**src/osd_pkg.sv**
```systemverilog
// Function
// - interrupt with recover bit clears ratio enable
// - ratio field selects CPU ratio one to 2^N
// - ratio applies only while ratio enable set
// - postscaler divides fast RC by 1..64, 256
// - trim field is signed two's-complement offset
// - switching enabled only for configuration 00
// - disabled: new source ignored, current follows config
// - disabled: switch request reads and stays zero
// - high byte writable only after 78h, 9Ah
// - low byte writable only after 46h, 57h
// - equal sources: clear request, abort switch
// - valid switch clears lock and clock fail
// - start target, wait startup timer, PLL lock
// - count 10 new-clock cycles before changeover
// - changeover clears request, copies new source
// - old source off, except kept low-power/secondary
// - primary submode fixed by configuration
// - secondary starts on module request or enable
// - mode 11/01 oscillator, 00 digital pins
// - mode 01 low drive, default high drive
// - shared three-bit source encoding
package osd_pkg;

   // ----------------------------------------------------------------
   // register map (word indices on the plain port)
   // ----------------------------------------------------------------
   localparam logic [3:0] ADDR_CLK_DIV = 4'h0;
   localparam logic [3:0] ADDR_TRIM    = 4'h1;
   localparam logic [3:0] ADDR_OSC_HI  = 4'h2;
   localparam logic [3:0] ADDR_OSC_LO  = 4'h3;

   // ----------------------------------------------------------------
   // field positions
   // ----------------------------------------------------------------
   localparam int CD_ROI_BIT   = 15;
   localparam int CD_RATIO_LSB = 12;
   localparam int CD_EN_BIT    = 11;
   localparam int CD_POST_LSB  = 8;
   localparam int LO_LOCK_BIT  = 5;
   localparam int LO_FAIL_BIT  = 3;
   localparam int LO_PSLP_BIT  = 2;
   localparam int LO_SECONDARY_OSC_BIT  = 1;
   localparam int LO_REQ_BIT   = 0;
   localparam int HI_CUR_LSB   = 4;

   // ----------------------------------------------------------------
   // reset values, keys, timing
   // ----------------------------------------------------------------
   localparam logic [2:0] POST_RESET   = 3'h1;
   localparam logic [7:0] KEY_HI_1     = 8'h78;
   localparam logic [7:0] KEY_HI_2     = 8'h9a;
   localparam logic [7:0] KEY_LO_1     = 8'h46;
   localparam logic [7:0] KEY_LO_2     = 8'h57;
   localparam int         SYNC_CYCLES  = 10;
   localparam logic [1:0] SWM_ENABLED  = 2'h0;

   // ----------------------------------------------------------------
   // source encoding
   // ----------------------------------------------------------------
   localparam logic [2:0] SRC_FRC      = 3'h0;
   localparam logic [2:0] SRC_FRC_PLL  = 3'h1;
   localparam logic [2:0] SRC_PRI      = 3'h2;
   localparam logic [2:0] SRC_PRI_PLL  = 3'h3;
   localparam logic [2:0] SRC_SEC      = 3'h4;
   localparam logic [2:0] SRC_LOW_POWER_RC_OSC     = 3'h5;
   localparam logic [2:0] SRC_FRC_POST = 3'h7;

   // primary submode codes; 00 is external clock (no crystal)
   localparam logic [1:0] PSUB_EC      = 2'h0;
   localparam logic [1:0] PSUB_OFF     = 2'h3;
   localparam logic [1:0] SMODE_DIGITAL = 2'h0;
   localparam logic [1:0] SMODE_LOW_PWR = 2'h1;

   typedef struct packed {
      logic pll;
      logic pri;
      logic sec;
      logic low_power_rc_osc;
      logic fast_rc_osc;
   } osd_osc_en_t;

   typedef struct packed {
      logic [1:0] switch_monitor_cfg;
      logic [2:0] initial_source_cfg;
      logic [1:0] primary_osc_submode;
      logic [1:0] secondary_osc_mode;
      logic       watchdog_enable;
   } osd_cfg_t;

endpackage

```
**src/osd_osc_switch_doze_divider.sv**
```systemverilog
// The plain strobed port and the address map were decided locally.
`timescale 1ns/100ps
`default_nettype none
module osd_osc_switch_doze_divider
#(
   parameter int SYNC_CYCLES = osd_pkg::SYNC_CYCLES
)
(
   // clock and reset
   input  wire logic                 clk_i,
   input  wire logic                 rst_i,
   // register port
   input  wire logic [3:0]           addr_i,
   input  wire logic [15:0]          wr_data_i,
   input  wire logic                 wr_i,
   input  wire logic                 rd_i,
   output logic      [15:0]          rd_data_o,
   // configuration and system events
   input  wire osd_pkg::osd_cfg_t    cfg_i,
   input  wire logic                 irq_i,
   input  wire logic                 clock_fail_i,
   input  wire logic                 sec_request_i,
   // oscillator status
   input  wire logic                 startup_done_i,
   input  wire logic                 pll_lock_i,
   input  wire logic                 new_clk_tick_i,
   input  wire logic                 frc_tick_i,
   // clock control outputs
   output osd_pkg::osd_osc_en_t      osc_en_o,
   output logic      [2:0]           sys_clk_sel_o,
   output logic                      switch_busy_o,
   output logic                      cpu_tick_o,
   output logic                      frc_post_tick_o,
   output logic signed [5:0]         fast_rc_trim_o,
   output logic                      fail_safe_monitor_o,
   output logic                      sec_pins_digital_o,
   output logic                      sec_low_drive_o
);

   // elaboration-time guard: the sync counter is four bits wide
   if (SYNC_CYCLES < 1 || SYNC_CYCLES > 15)
   begin
      $error("SYNC_CYCLES must lie in 1..15");
   end

   // ----------------------------------------------------------------
   // helpers
   // ----------------------------------------------------------------
   // oscillators each source needs
   function automatic osd_pkg::osd_osc_en_t src_need(input logic [2:0] s);
      osd_pkg::osd_osc_en_t m;
      m = '0;
      unique case (s)
         osd_pkg::SRC_FRC, osd_pkg::SRC_FRC_POST : m.fast_rc_osc = 1'b1;
         osd_pkg::SRC_FRC_PLL :
         begin
            m.fast_rc_osc = 1'b1;
            m.pll = 1'b1;
         end
         osd_pkg::SRC_PRI     : m.pri = 1'b1;
         osd_pkg::SRC_PRI_PLL :
         begin
            m.pri = 1'b1;
            m.pll = 1'b1;
         end
         osd_pkg::SRC_SEC     : m.sec = 1'b1;
         osd_pkg::SRC_LOW_POWER_RC_OSC    : m.low_power_rc_osc = 1'b1;
         default              : m.fast_rc_osc = 1'b1;
      endcase
      return m;
   endfunction

   function automatic logic uses_pll(input logic [2:0] s);
      return (s == osd_pkg::SRC_FRC_PLL) || (s == osd_pkg::SRC_PRI_PLL);
   endfunction

   // ----------------------------------------------------------------
   // state
   // ----------------------------------------------------------------
   typedef enum logic [6:0] {
      ST_IDLE  = 7'b0000001,
      ST_CHECK = 7'b0000010,
      ST_START = 7'b0000100,
      ST_OST   = 7'b0001000,
      ST_PLL   = 7'b0010000,
      ST_SYNC  = 7'b0100000,
      ST_SWAP  = 7'b1000000
   } osd_state_t;

   osd_state_t state;
   osd_state_t next_state;

   logic       recover_on_irq;
   logic [2:0] ratio_sel;
   logic       ratio_enable;
   logic [2:0] fast_rc_postscale;
   logic [5:0] fast_rc_trim;
   logic [2:0] current_source_sel;
   logic [2:0] new_source_sel;
   logic       switch_request;
   logic       pll_lock;
   logic       clock_fail_flag;
   logic       pri_sleep_keep;
   logic       secondary_osc_enable;
   logic       loaded;
   logic [1:0] hi_stage;
   logic [1:0] lo_stage;
   logic [3:0] sync_cnt;
   logic [6:0] doze_cnt;
   logic [7:0] post_cnt;

   // ----------------------------------------------------------------
   // decode
   // ----------------------------------------------------------------
   wire        any_access  = wr_i | rd_i;
   wire        wr_div      = wr_i && addr_i == osd_pkg::ADDR_CLK_DIV;
   wire        wr_trim     = wr_i && addr_i == osd_pkg::ADDR_TRIM;
   wire        wr_hi       = wr_i && addr_i == osd_pkg::ADDR_OSC_HI;
   wire        wr_lo       = wr_i && addr_i == osd_pkg::ADDR_OSC_LO;
   wire [7:0]  wr_byte     = wr_data_i[7:0];
   // only configuration 00 enables switching and the monitor
   wire        sw_enabled  = cfg_i.switch_monitor_cfg == osd_pkg::SWM_ENABLED;
   // protected write lands only right after both keys
   wire        hi_accept   = wr_hi && hi_stage == 2'd2;
   // same guard on the low byte
   wire        lo_accept   = wr_lo && lo_stage == 2'd2;
   // any access other than the next key restarts the count
   wire [1:0]  next_hi_stage =
      !any_access                                          ? hi_stage :
      (wr_hi && hi_stage == 2'd1 && wr_byte == osd_pkg::KEY_HI_2) ? 2'd2 :
      (wr_hi && wr_byte == osd_pkg::KEY_HI_1)              ? 2'd1 : 2'd0;
   wire [1:0]  next_lo_stage =
      !any_access                                          ? lo_stage :
      (wr_lo && lo_stage == 2'd1 && wr_byte == osd_pkg::KEY_LO_2) ? 2'd2 :
      (wr_lo && wr_byte == osd_pkg::KEY_LO_1)              ? 2'd1 : 2'd0;

   wire        same_source = current_source_sel == new_source_sel;
   wire        target_pll  = uses_pll(new_source_sel);
   // the submode is a strap; only it decides crystal or clock input
   wire        pri_crystal = cfg_i.primary_osc_submode != osd_pkg::PSUB_EC &&
                             cfg_i.primary_osc_submode != osd_pkg::PSUB_OFF;
   wire        target_xtal =
      ((new_source_sel == osd_pkg::SRC_PRI || new_source_sel == osd_pkg::SRC_PRI_PLL)
        && pri_crystal) || new_source_sel == osd_pkg::SRC_SEC;
   wire        sync_done   = new_clk_tick_i &&
                             sync_cnt == 4'(SYNC_CYCLES - 1);
   wire        switching   = !(state inside {ST_IDLE, ST_CHECK});

   // secondary oscillator usable only in the oscillator codes
   wire        sec_osc_mode = cfg_i.secondary_osc_mode != osd_pkg::SMODE_DIGITAL;
   // module request or enable bit starts the secondary
   wire        sec_keep     = sec_osc_mode &&
                              (secondary_osc_enable || sec_request_i);
   // low-power RC stays up for the watchdog or the monitor
   wire        low_power_rc_osc_keep    = cfg_i.watchdog_enable || sw_enabled;
   osd_pkg::osd_osc_en_t need_cur;
   osd_pkg::osd_osc_en_t need_new;
   osd_pkg::osd_osc_en_t next_osc_en;
   assign need_cur = src_need(current_source_sel);
   assign need_new = src_need(new_source_sel);
   // target powered while the switch runs, old one dropped after
   always_comb
   begin
      next_osc_en      = need_cur | (switching ? need_new : '0);
      next_osc_en.low_power_rc_osc = next_osc_en.low_power_rc_osc | low_power_rc_osc_keep;
      next_osc_en.sec  = (next_osc_en.sec & sec_osc_mode) | sec_keep;
   end

   // ratio forced to 1:1 while disabled
   wire [2:0]  eff_ratio  = ratio_enable ? ratio_sel : 3'h0;
   // cpu runs once per 2^N peripheral cycles
   wire [6:0]  doze_mask  = 7'((8'h01 << eff_ratio) - 8'h01);
   wire        doze_wrap  = (doze_cnt & doze_mask) == doze_mask;
   // codes 0..6 are 2^code, code 7 is 256
   wire [7:0]  post_mask  = (fast_rc_postscale == 3'h7) ? 8'hff :
                            8'((9'h001 << fast_rc_postscale) - 9'h001);
   wire        post_wrap  = frc_tick_i && (post_cnt & post_mask) == post_mask;

   wire [15:0] div_word   = {recover_on_irq, ratio_sel, ratio_enable,
                             fast_rc_postscale, 8'h00};
   wire [15:0] hi_word    = {8'h00, 1'b0, current_source_sel, 1'b0, new_source_sel};
   wire [15:0] lo_word    = {8'h00, 2'b00, pll_lock, 1'b0, clock_fail_flag,
                             pri_sleep_keep, secondary_osc_enable, switch_request};
   wire [15:0] next_rd    =
      !rd_i                           ? 16'h0000 :
      addr_i == osd_pkg::ADDR_CLK_DIV ? div_word :
      addr_i == osd_pkg::ADDR_TRIM    ? {10'h000, fast_rc_trim} :
      addr_i == osd_pkg::ADDR_OSC_HI  ? hi_word :
      addr_i == osd_pkg::ADDR_OSC_LO  ? lo_word : 16'h0000;

   // ----------------------------------------------------------------
   // switch sequencer
   // ----------------------------------------------------------------
   always_comb
   begin
      next_state = state;
      unique case (state)
         ST_IDLE  : if (switch_request && sw_enabled) next_state = ST_CHECK;
         ST_CHECK : next_state = same_source ? ST_IDLE : ST_START;
         ST_START : next_state = target_xtal ? ST_OST :
                                 target_pll  ? ST_PLL : ST_SYNC;
         // crystal waits for the startup timer
         ST_OST   : if (startup_done_i) next_state = target_pll ? ST_PLL : ST_SYNC;
         ST_PLL   : if (pll_lock_i) next_state = ST_SYNC;
         ST_SYNC  : if (sync_done) next_state = ST_SWAP;
         ST_SWAP  : next_state = ST_IDLE;
         default  : next_state = ST_IDLE;
      endcase
   end

   always_ff @(posedge clk_i or posedge rst_i)
   begin
      if (rst_i)
      begin
         state    <= ST_IDLE;
         sync_cnt <= 4'h0;
      end
      else
      begin
         state    <= sw_enabled ? next_state : ST_IDLE;
         sync_cnt <= (state != ST_SYNC) ? 4'h0 :
                     new_clk_tick_i     ? sync_cnt + 4'h1 : sync_cnt;
      end
   end

   // ----------------------------------------------------------------
   // source selection and osc control flags
   // ----------------------------------------------------------------
   always_ff @(posedge clk_i or posedge rst_i)
   begin
      if (rst_i)
      begin
         loaded               <= 1'b0;
         current_source_sel   <= osd_pkg::SRC_FRC_POST;
         new_source_sel       <= osd_pkg::SRC_FRC_POST;
         hi_stage             <= 2'd0;
         lo_stage             <= 2'd0;
      end
      else
      begin
         loaded   <= 1'b1;
         hi_stage <= next_hi_stage;
         lo_stage <= next_lo_stage;
         // selection strap wins while switching is off
         if (!loaded || !sw_enabled)
            current_source_sel <= cfg_i.initial_source_cfg;
         else if (state == ST_SWAP)
            current_source_sel <= new_source_sel;
         if (!loaded)
            new_source_sel <= cfg_i.initial_source_cfg;
         // changing the target mid-switch would corrupt the sequence
         else if (hi_accept && !switching)
            new_source_sel <= wr_byte[2:0];
      end
   end

   always_ff @(posedge clk_i or posedge rst_i)
   begin
      if (rst_i)
      begin
         switch_request       <= 1'b0;
         pri_sleep_keep       <= 1'b0;
         secondary_osc_enable <= 1'b0;
      end
      else
      begin
         if (lo_accept)
         begin
            pri_sleep_keep       <= wr_byte[osd_pkg::LO_PSLP_BIT];
            secondary_osc_enable <= wr_byte[osd_pkg::LO_SECONDARY_OSC_BIT];
         end
         // request held low while switching is off
         if (!sw_enabled)
            switch_request <= 1'b0;
         // abort and success both clear the request
         else if ((state == ST_CHECK && same_source) || state == ST_SWAP)
            switch_request <= 1'b0;
         else if (lo_accept && wr_byte[osd_pkg::LO_REQ_BIT])
            switch_request <= 1'b1;
      end
   end

   always_ff @(posedge clk_i or posedge rst_i)
   begin
      if (rst_i)
      begin
         pll_lock        <= 1'b0;
         clock_fail_flag <= 1'b0;
      end
      else
      begin
         // valid switch start clears lock status
         if (state == ST_CHECK && !same_source)
            pll_lock <= 1'b0;
         else if (state inside {ST_START, ST_OST, ST_PLL})
            pll_lock <= target_pll && pll_lock_i && state == ST_PLL;
         else if (state inside {ST_SYNC, ST_SWAP})
            pll_lock <= pll_lock | (target_pll & pll_lock_i);
         else
            pll_lock <= uses_pll(current_source_sel) && pll_lock_i;
         // monitor event wins over any clear in the same cycle
         if (clock_fail_i && sw_enabled)
            clock_fail_flag <= 1'b1;
         // valid switch start clears the fail flag
         else if (state == ST_CHECK && !same_source)
            clock_fail_flag <= 1'b0;
         else if (lo_accept && !wr_byte[osd_pkg::LO_FAIL_BIT])
            clock_fail_flag <= 1'b0;
      end
   end

   // ----------------------------------------------------------------
   // divider and trim registers
   // ----------------------------------------------------------------
   always_ff @(posedge clk_i or posedge rst_i)
   begin
      if (rst_i)
      begin
         recover_on_irq    <= 1'b0;
         ratio_sel         <= 3'h0;
         ratio_enable      <= 1'b0;
         fast_rc_postscale <= osd_pkg::POST_RESET;
         fast_rc_trim      <= 6'h00;
      end
      else
      begin
         if (wr_div)
         begin
            recover_on_irq    <= wr_data_i[osd_pkg::CD_ROI_BIT];
            ratio_sel         <= wr_data_i[osd_pkg::CD_RATIO_LSB +: 3];
            fast_rc_postscale <= wr_data_i[osd_pkg::CD_POST_LSB +: 3];
         end
         // software setting the enable wins over a same-cycle interrupt
         if (wr_div)
            ratio_enable <= wr_data_i[osd_pkg::CD_EN_BIT];
         // interrupt drops back to full cpu speed
         else if (irq_i && recover_on_irq)
            ratio_enable <= 1'b0;
         if (wr_trim)
            fast_rc_trim <= wr_data_i[5:0];
      end
   end

   // ----------------------------------------------------------------
   // clock enables and outputs
   // ----------------------------------------------------------------
   always_ff @(posedge clk_i or posedge rst_i)
   begin
      if (rst_i)
      begin
         doze_cnt        <= 7'h00;
         post_cnt        <= 8'h00;
         cpu_tick_o      <= 1'b0;
         frc_post_tick_o <= 1'b0;
      end
      else
      begin
         // restart on a ratio change so the first cpu slot is full length
         doze_cnt        <= (wr_div || doze_wrap) ? 7'h00 : doze_cnt + 7'h01;
         cpu_tick_o      <= doze_wrap;
         if (wr_div)
            post_cnt <= 8'h00;
         else if (frc_tick_i)
            post_cnt <= post_wrap ? 8'h00 : post_cnt + 8'h01;
         frc_post_tick_o <= post_wrap;
      end
   end

   always_ff @(posedge clk_i or posedge rst_i)
   begin
      if (rst_i)
      begin
         rd_data_o           <= 16'h0000;
         osc_en_o            <= '0;
         sys_clk_sel_o       <= osd_pkg::SRC_FRC_POST;
         switch_busy_o       <= 1'b0;
         fast_rc_trim_o      <= 6'sh00;
         fail_safe_monitor_o <= 1'b0;
         sec_pins_digital_o  <= 1'b0;
         sec_low_drive_o     <= 1'b0;
      end
      else
      begin
         rd_data_o           <= next_rd;
         osc_en_o            <= next_osc_en;
         sys_clk_sel_o       <= current_source_sel;
         switch_busy_o       <= switching;
         // trim handed to the analog side as a signed offset
         fast_rc_trim_o      <= $signed(fast_rc_trim);
         fail_safe_monitor_o <= sw_enabled;
         // digital pins only in the non-oscillator code
         sec_pins_digital_o  <= !sec_osc_mode;
         sec_low_drive_o     <= cfg_i.secondary_osc_mode == osd_pkg::SMODE_LOW_PWR;
      end
   end

endmodule
`default_nettype wire

```
**config.mk**
```make
export PLATFORM = sky130hd
export DESIGN_NAME = osd_osc_switch_doze_divider
export DESIGN_NICKNAME = d
export VERILOG_FILES = /design/src/osd_pkg.sv /design/src/osd_osc_switch_doze_divider.sv
export SDC_FILE = /design/constraint.sdc
export NUM_CORES = 1
export LEC_CHECK = 0
export BUFFER_PORTS_ARGS = -buffer_cell sky130_fd_sc_hd__buf_2
export CAP_MARGIN = 20
export CORE_UTILIZATION = 30
export CTS_CLUSTER_SIZE = 10
export DETAILED_ROUTE_END_ITERATION = 16
export PLACE_DENSITY = 0.59
export SETUP_SLACK_MARGIN = 0.05
export SYNTH_ARGS = -nofsm -noshare
export SYNTH_HDL_FRONTEND = slang
export SYNTH_SLANG_ARGS = --single-unit
```
**constraint.sdc**
```tcl
create_clock -name clk_i -period 2.99 [get_ports clk_i]
set_input_delay 0.598 -clock clk_i [delete_from_list [all_inputs] [get_ports clk_i]]
set_output_delay 0.598 -clock clk_i [all_outputs]
set_load 0.1 [all_outputs]
```
Word-level counts from Yosys, hierarchy flattened. Index checks and enable logic that the tools add are counted.

Register bits: 92.

Add/subtract/negate cells: 5. Equal/unequal tests: 42. Shifts and indexed selects: 2. Muxes and demuxes: 52. Bitwise operators: 9. Reduce and logical (&&, ||, !) cells: 62.

Operator list (number): two-way mux 7 bit (9); one-hot mux 7 bit (6 select lines) (1); two-way mux 16 bit (2); two-way mux 8 bit (4); logical AND 1 bit (28); == test 8 x 7 -> 1 bit (second input constant) (3); two-way mux 1 bit (23); two-way mux 3 bit (6); nonzero test 2 bit (8); == test 3 bit (second input constant) (5); == test 3 x 2 -> 1 bit (second input constant) (4); two-way mux 6 bit (2); != test 3 bit (second input constant) (4); logical OR 1 bit (9); adder 8 x 1 -> 8 bit (second input constant) (1); bitwise AND 8 bit (1); == test 4 x 2 -> 1 bit (second input constant) (2); == test 8 bit (1); == test 8 bit (second input constant) (1); two-way mux 4 bit (2); OR reduction 2 bit (4); OR reduction 4 bit (2); << shifter 1 x 3 -> 8 bit (first input constant) (1); subtractor 8 x 1 -> 8 bit (second input constant) (1); 33 further kinds (48).

Logic depth before layout (Yosys ltp).
Word-level depth: 9. Depth in mapped cells: 9. Mapped depth without buffers: 8.

Worst setup path before layout. Ideal clock, no wire load.

Path kind: in2reg. Start point: input port addr_i[0]. End point: register hi_stage[1]. Library setup time: 95 ps. Arrival time: 1896 ps. Required time: 2895 ps. Slack: 999 ps. Stages: 4. Buffers on the path: 0. Cell sequence: nor4b_2 nand2_1 or4_1 o31ai_1.

Longest elaborated chain between the ends: 5.

RTL lines: start: declaration (RTL line osd_osc_switch_doze_divider.sv:13) `input wire logic [3:0] addr_i,`; == test 4 x 2 -> 1 bit (RTL line osd_osc_switch_doze_divider.sv:118) `wire wr_hi = wr_i && addr_i == osd_pkg::ADDR_OSC_HI;`; logical AND 1 bit (RTL line osd_osc_switch_doze_divider.sv:118); logical AND 1 bit (2 in a row) (RTL line osd_osc_switch_doze_divider.sv:130) `(wr_hi && hi_stage == 2'd1 && wr_byte == osd_pkg::KEY_HI_2) ? 2'd2 :`; two-way mux 2 bit (RTL line osd_osc_switch_doze_divider.sv:130); end signal: assignment (RTL line osd_osc_switch_doze_divider.sv:242) `hi_stage <= next_hi_stage;`; end: declaration (RTL line osd_osc_switch_doze_divider.sv:106) `logic [1:0] hi_stage;`.

No other way between the ends. A chain may end at the register's enable or synchronous reset.

Worst setup path after layout.
Start point: register ratio_sel[2]. End point: register doze_cnt[6].

Longest elaborated chain between the ends: 7.

RTL lines: start: declaration (RTL line osd_osc_switch_doze_divider.sv:94) `logic [2:0] ratio_sel;`; start signal: assignment (RTL line osd_osc_switch_doze_divider.sv:330) `ratio_sel <= wr_data_i[osd_pkg::CD_RATIO_LSB +: 3];`; two-way mux 3 bit * (RTL line osd_osc_switch_doze_divider.sv:170) `wire [2:0] eff_ratio = ratio_enable ? ratio_sel : 3'h0;`; << shifter 1 x 3 -> 7 bit * (RTL line osd_osc_switch_doze_divider.sv:172) `wire [6:0] doze_mask = 7'((8'h01 << eff_ratio) - 8'h01);`; subtractor 7 x 1 -> 7 bit * (RTL line osd_osc_switch_doze_divider.sv:172); bitwise AND 7 bit (RTL line osd_osc_switch_doze_divider.sv:173) `wire doze_wrap = (doze_cnt & doze_mask) == doze_mask;`; == test 7 bit * (RTL line osd_osc_switch_doze_divider.sv:173); net doze_wrap (RTL line osd_osc_switch_doze_divider.sv:173); logical OR 1 bit * (RTL line osd_osc_switch_doze_divider.sv:359) `doze_cnt <= (wr_div || doze_wrap) ? 7'h00 : doze_cnt + 7'h01;`; two-way mux 7 bit * (RTL line osd_osc_switch_doze_divider.sv:359); end signal: assignment (RTL line osd_osc_switch_doze_divider.sv:359); end: declaration (RTL line osd_osc_switch_doze_divider.sv:109) `logic [6:0] doze_cnt;`.

Mark *: on every way through the listed nets, which the timed path passes. The rest lies on a longest branch.

==> metrics.yaml <==
pwr:
  power_leakage_uw: 0.002377
  irDropWorstVdd_v: 0.0002495
  p_per_area_nw_per_um2: 634.8
clock_tree:
  cts_made_buffers: 9
  cts_hold_buffers: 0
  cts_buffer_depth: 2
  insertion_delay_ns: 0.34
  cts_tree: "done"
  clock-sinks: 91
  cts-resized-gates: 0
  htreeDepth: 3
  cts_setup_buffers: 0
  path_clk_slew_ns: 0.06
  root_buffer: "clkbuf_16"
timing:
  fmax_mhz: 460.8
  layout_min_cycle_time_ns: 2.170
  fin_worst_skew_ns: 0.009820
  rsz0062_at_grt: "false"
  hold_viol_final: 0
  fin_crit_sh_pct: 72.57
  finalSetupTns_ns: 0
  tightestPinTransition_ns: 0.6988
  relSlewSlack_pct: 53.31
  finalMaxSlewViolations: 0
  fin_ws_ns: 0.8200
  setup_violations: 0
synthesis:
  syn_area_per_cell_um2: 10.60
  synth_most_common_cell: "dfrtp_1"
  ys_top_cells_by_area: "dfrtp_1 47%, dfstp_2 6.8%, nand2_1 4.4%"
  synthTopCellsByCount: "80 x dfrtp_1, 50 x nand2_1, 37 x nor2_1"
  synth_top_cell_area_share_pct: 47.09
  ys.flop_type: "dfrtp_1"
  syn_area_um2: 4252
  yosysSeqAreaShare_pct: 53.88
  synth_warnings: 0
  yosysTopAreaCell: "dfrtp_1"
  syn_nets: 449
  ys_seq_elements: 91
  synth.distinct_cells: 68
  synth-edff-count: 0
  syn_inst: 401
  synthArstFlopShare_pct: 100.0
routing:
  ant_nets: 0
  drtPass1Iterations: 4
  vias: 3281
  avgViaCountPerCell: 4.971
  drc: 0
  wire_per_inst_um: 15.23
  drt_iter0_drc: 271
  drt_wl_total_um: 10050
global_routing:
  grt_pass1_wl_um: 16420
  grt_pass1_vias: 3166
  grtUsageTotal_pct: 14.42
  grt_max_degree: 41
  antenna_found_initial: 3
  grt-ovfl-total: 0
critical_path:
  reg2reg_depth: 7
  r2r_end: "doze_cnt[6]"
  worstPathRequired_ns: 3.19
  critPathLaunchType: "register"
  path_class: "reg -> reg"
  crit_fanout: 8
  max_stage_delay_ns: 0.47
  cp_cell_sequence: "o31a_1, ha_1, and2_1, o211ai_1, a21oi_1, a211oi_2, nor3_1"
  crit_family: "compound AO/OA/AOI/OAI gates"
  cp-end-kind: "register"
  slowest_stage: "a211oi_2"
  reg2reg_slack_ns: 0.82
  crit_arrival_ns: 2.37
  worstReg2RegStart: "ratio_sel[2]"
  cp_num_buf_inv: 0
cells_and_area:
  layout-drive-gt1-share_pct: 27.08
  synthToLayoutAreaGrowth_pct: 19.89
  nNetsFinal: 524
  antenna_cells: 0
placed_design:
  io_buffers: 75
  place_ws_ns: 0.7709
  dp_hpwl_um: 7396
  gp_congestion: 0.8164
worst_hold_path:
  min_path_type: "in -> async"
status:
  outcome: "complete, no violations"
floorplanning:
  die_area_um2: 14650
  initial_core_util_pct: 30.75
  coreArea_um2: 13830
  rows: 43
  die-width_um: 121.0
  io_pins: 77
  die_h_um: 121.0
flow_run:
  drv_cap: 0
==> cell families (layout without fill, tap and decap cells) <==
group                    after synthesis  count (layout)  share of synthesized area (%)
AO/OA/AOI/OAI                         66              66                          10.89
other                                  2               2                         0.1766
flip-flops                            91              91                          53.88
AND/OR/NAND/NOR                      171             171                          21.45
buffers and inverters                 26             105                          3.001
adder cells (fa/ha/maj)                7               7                          2.060
XOR/XNOR                              23              23                          4.738
multiplexers                          15              15                          3.796
==> registers in the layout, summed over array words and instances, names as in the netlist, 2 cells and up <==
register / count
fast_rc_postscale: 3
post_cnt: 8
state: 7
sys_clk_sel_o: 3
doze_cnt: 7
ratio_sel: 3
fast_rc_trim_o: 6
hi_stage: 2
fast_rc_trim: 6
osc_en_o: 5
lo_stage: 2
rd_data_o: 15
sync_cnt: 4
current_source_sel: 3
new_source_sel: 3
==> how the worst max path moves through the flow <==
stage                 start                 to  slack [ns]  cells past startpoint
6_report       ratio_sel[2]        doze_cnt[6]        0.82                      7
5_1_grt            state[4]  new_source_sel[2]        0.57                      7
4_1_cts        ratio_sel[2]        doze_cnt[6]        0.80                      7
3_5_place_dp      addr_i[3]    clock_fail_flag        0.77                      6
3_3_place_gp      addr_i[3]    clock_fail_flag        0.82                      6
2_1_floorplan     addr_i[0]        hi_stage[1]         1.0                      4
==> through the flow <==
stage / util (%) / instances / total power [uW] / cell area [um2] / hold WS [ns]
after floorplan: - / 401 / 2028 / 4255 / 0.3533
after global placement: 34.86 / 645 / 2195 / 4820 / 0.3930
after detailed placement: 34.86 / 645 / 2209 / 4820 / 0.4014
after CTS: 36.87 / 660 / 3282 / 5097 / 0.3725
after global routing: 36.87 / 660 / 3387 / 5097 / 0.4127
final: 36.87 / 660 / 3236 / 5097 / 0.3592
==> final cells by class <==
cell class / count / area (um2)
repair buffers: 81 / 432.9
multi-input cells: 284 / 1833
fillers: 1403 / 8730
clock inverters: 5 / 38.79
well taps: 180 / 225.2
inverters: 9 / 37.54
clock buffers: 10 / 239.0
flip-flops and latches: 91 / 2291
==> layer usage <==
metal,routed length [um],global-route usage [%]
met1,4539,18.97
met2,4834,22.68
met3,590,4.182
met4,62,4.784
met5,26,0
==> report_power, final <==
part	internal [uW]	switching [uW]
clock	585	468
sequential	1360	125
combinational	173	524
total	2120	1120
==> cell usage in the layout, fill, tap and decap left out, types with 3 or more instances in the layout <==
master	count
xor2_1	11
a21oi_1	18
a22oi_1	6
dfrtp_1	80
nand2_1	50
nor3b_1	5
nor4b_1	3
o31ai_1	4
xnor2_1	12
nand4_1	5
mux2i_1	6
o211ai_1	5
o21ai_0	6
dfstp_2	11
nand3_1	11
inv_1	7
buf_4	5
nand4b_1	3
buf_2	75
and2_1	3
nor3_1	11
nor2_1	37
mux2_2	9
nand2b_1	5
clkbuf_16	9
nor4bb_1	3
and3_1	12
ha_1	7
nor2b_1	5
Note: power is estimated with default switching activity, not from simulation.
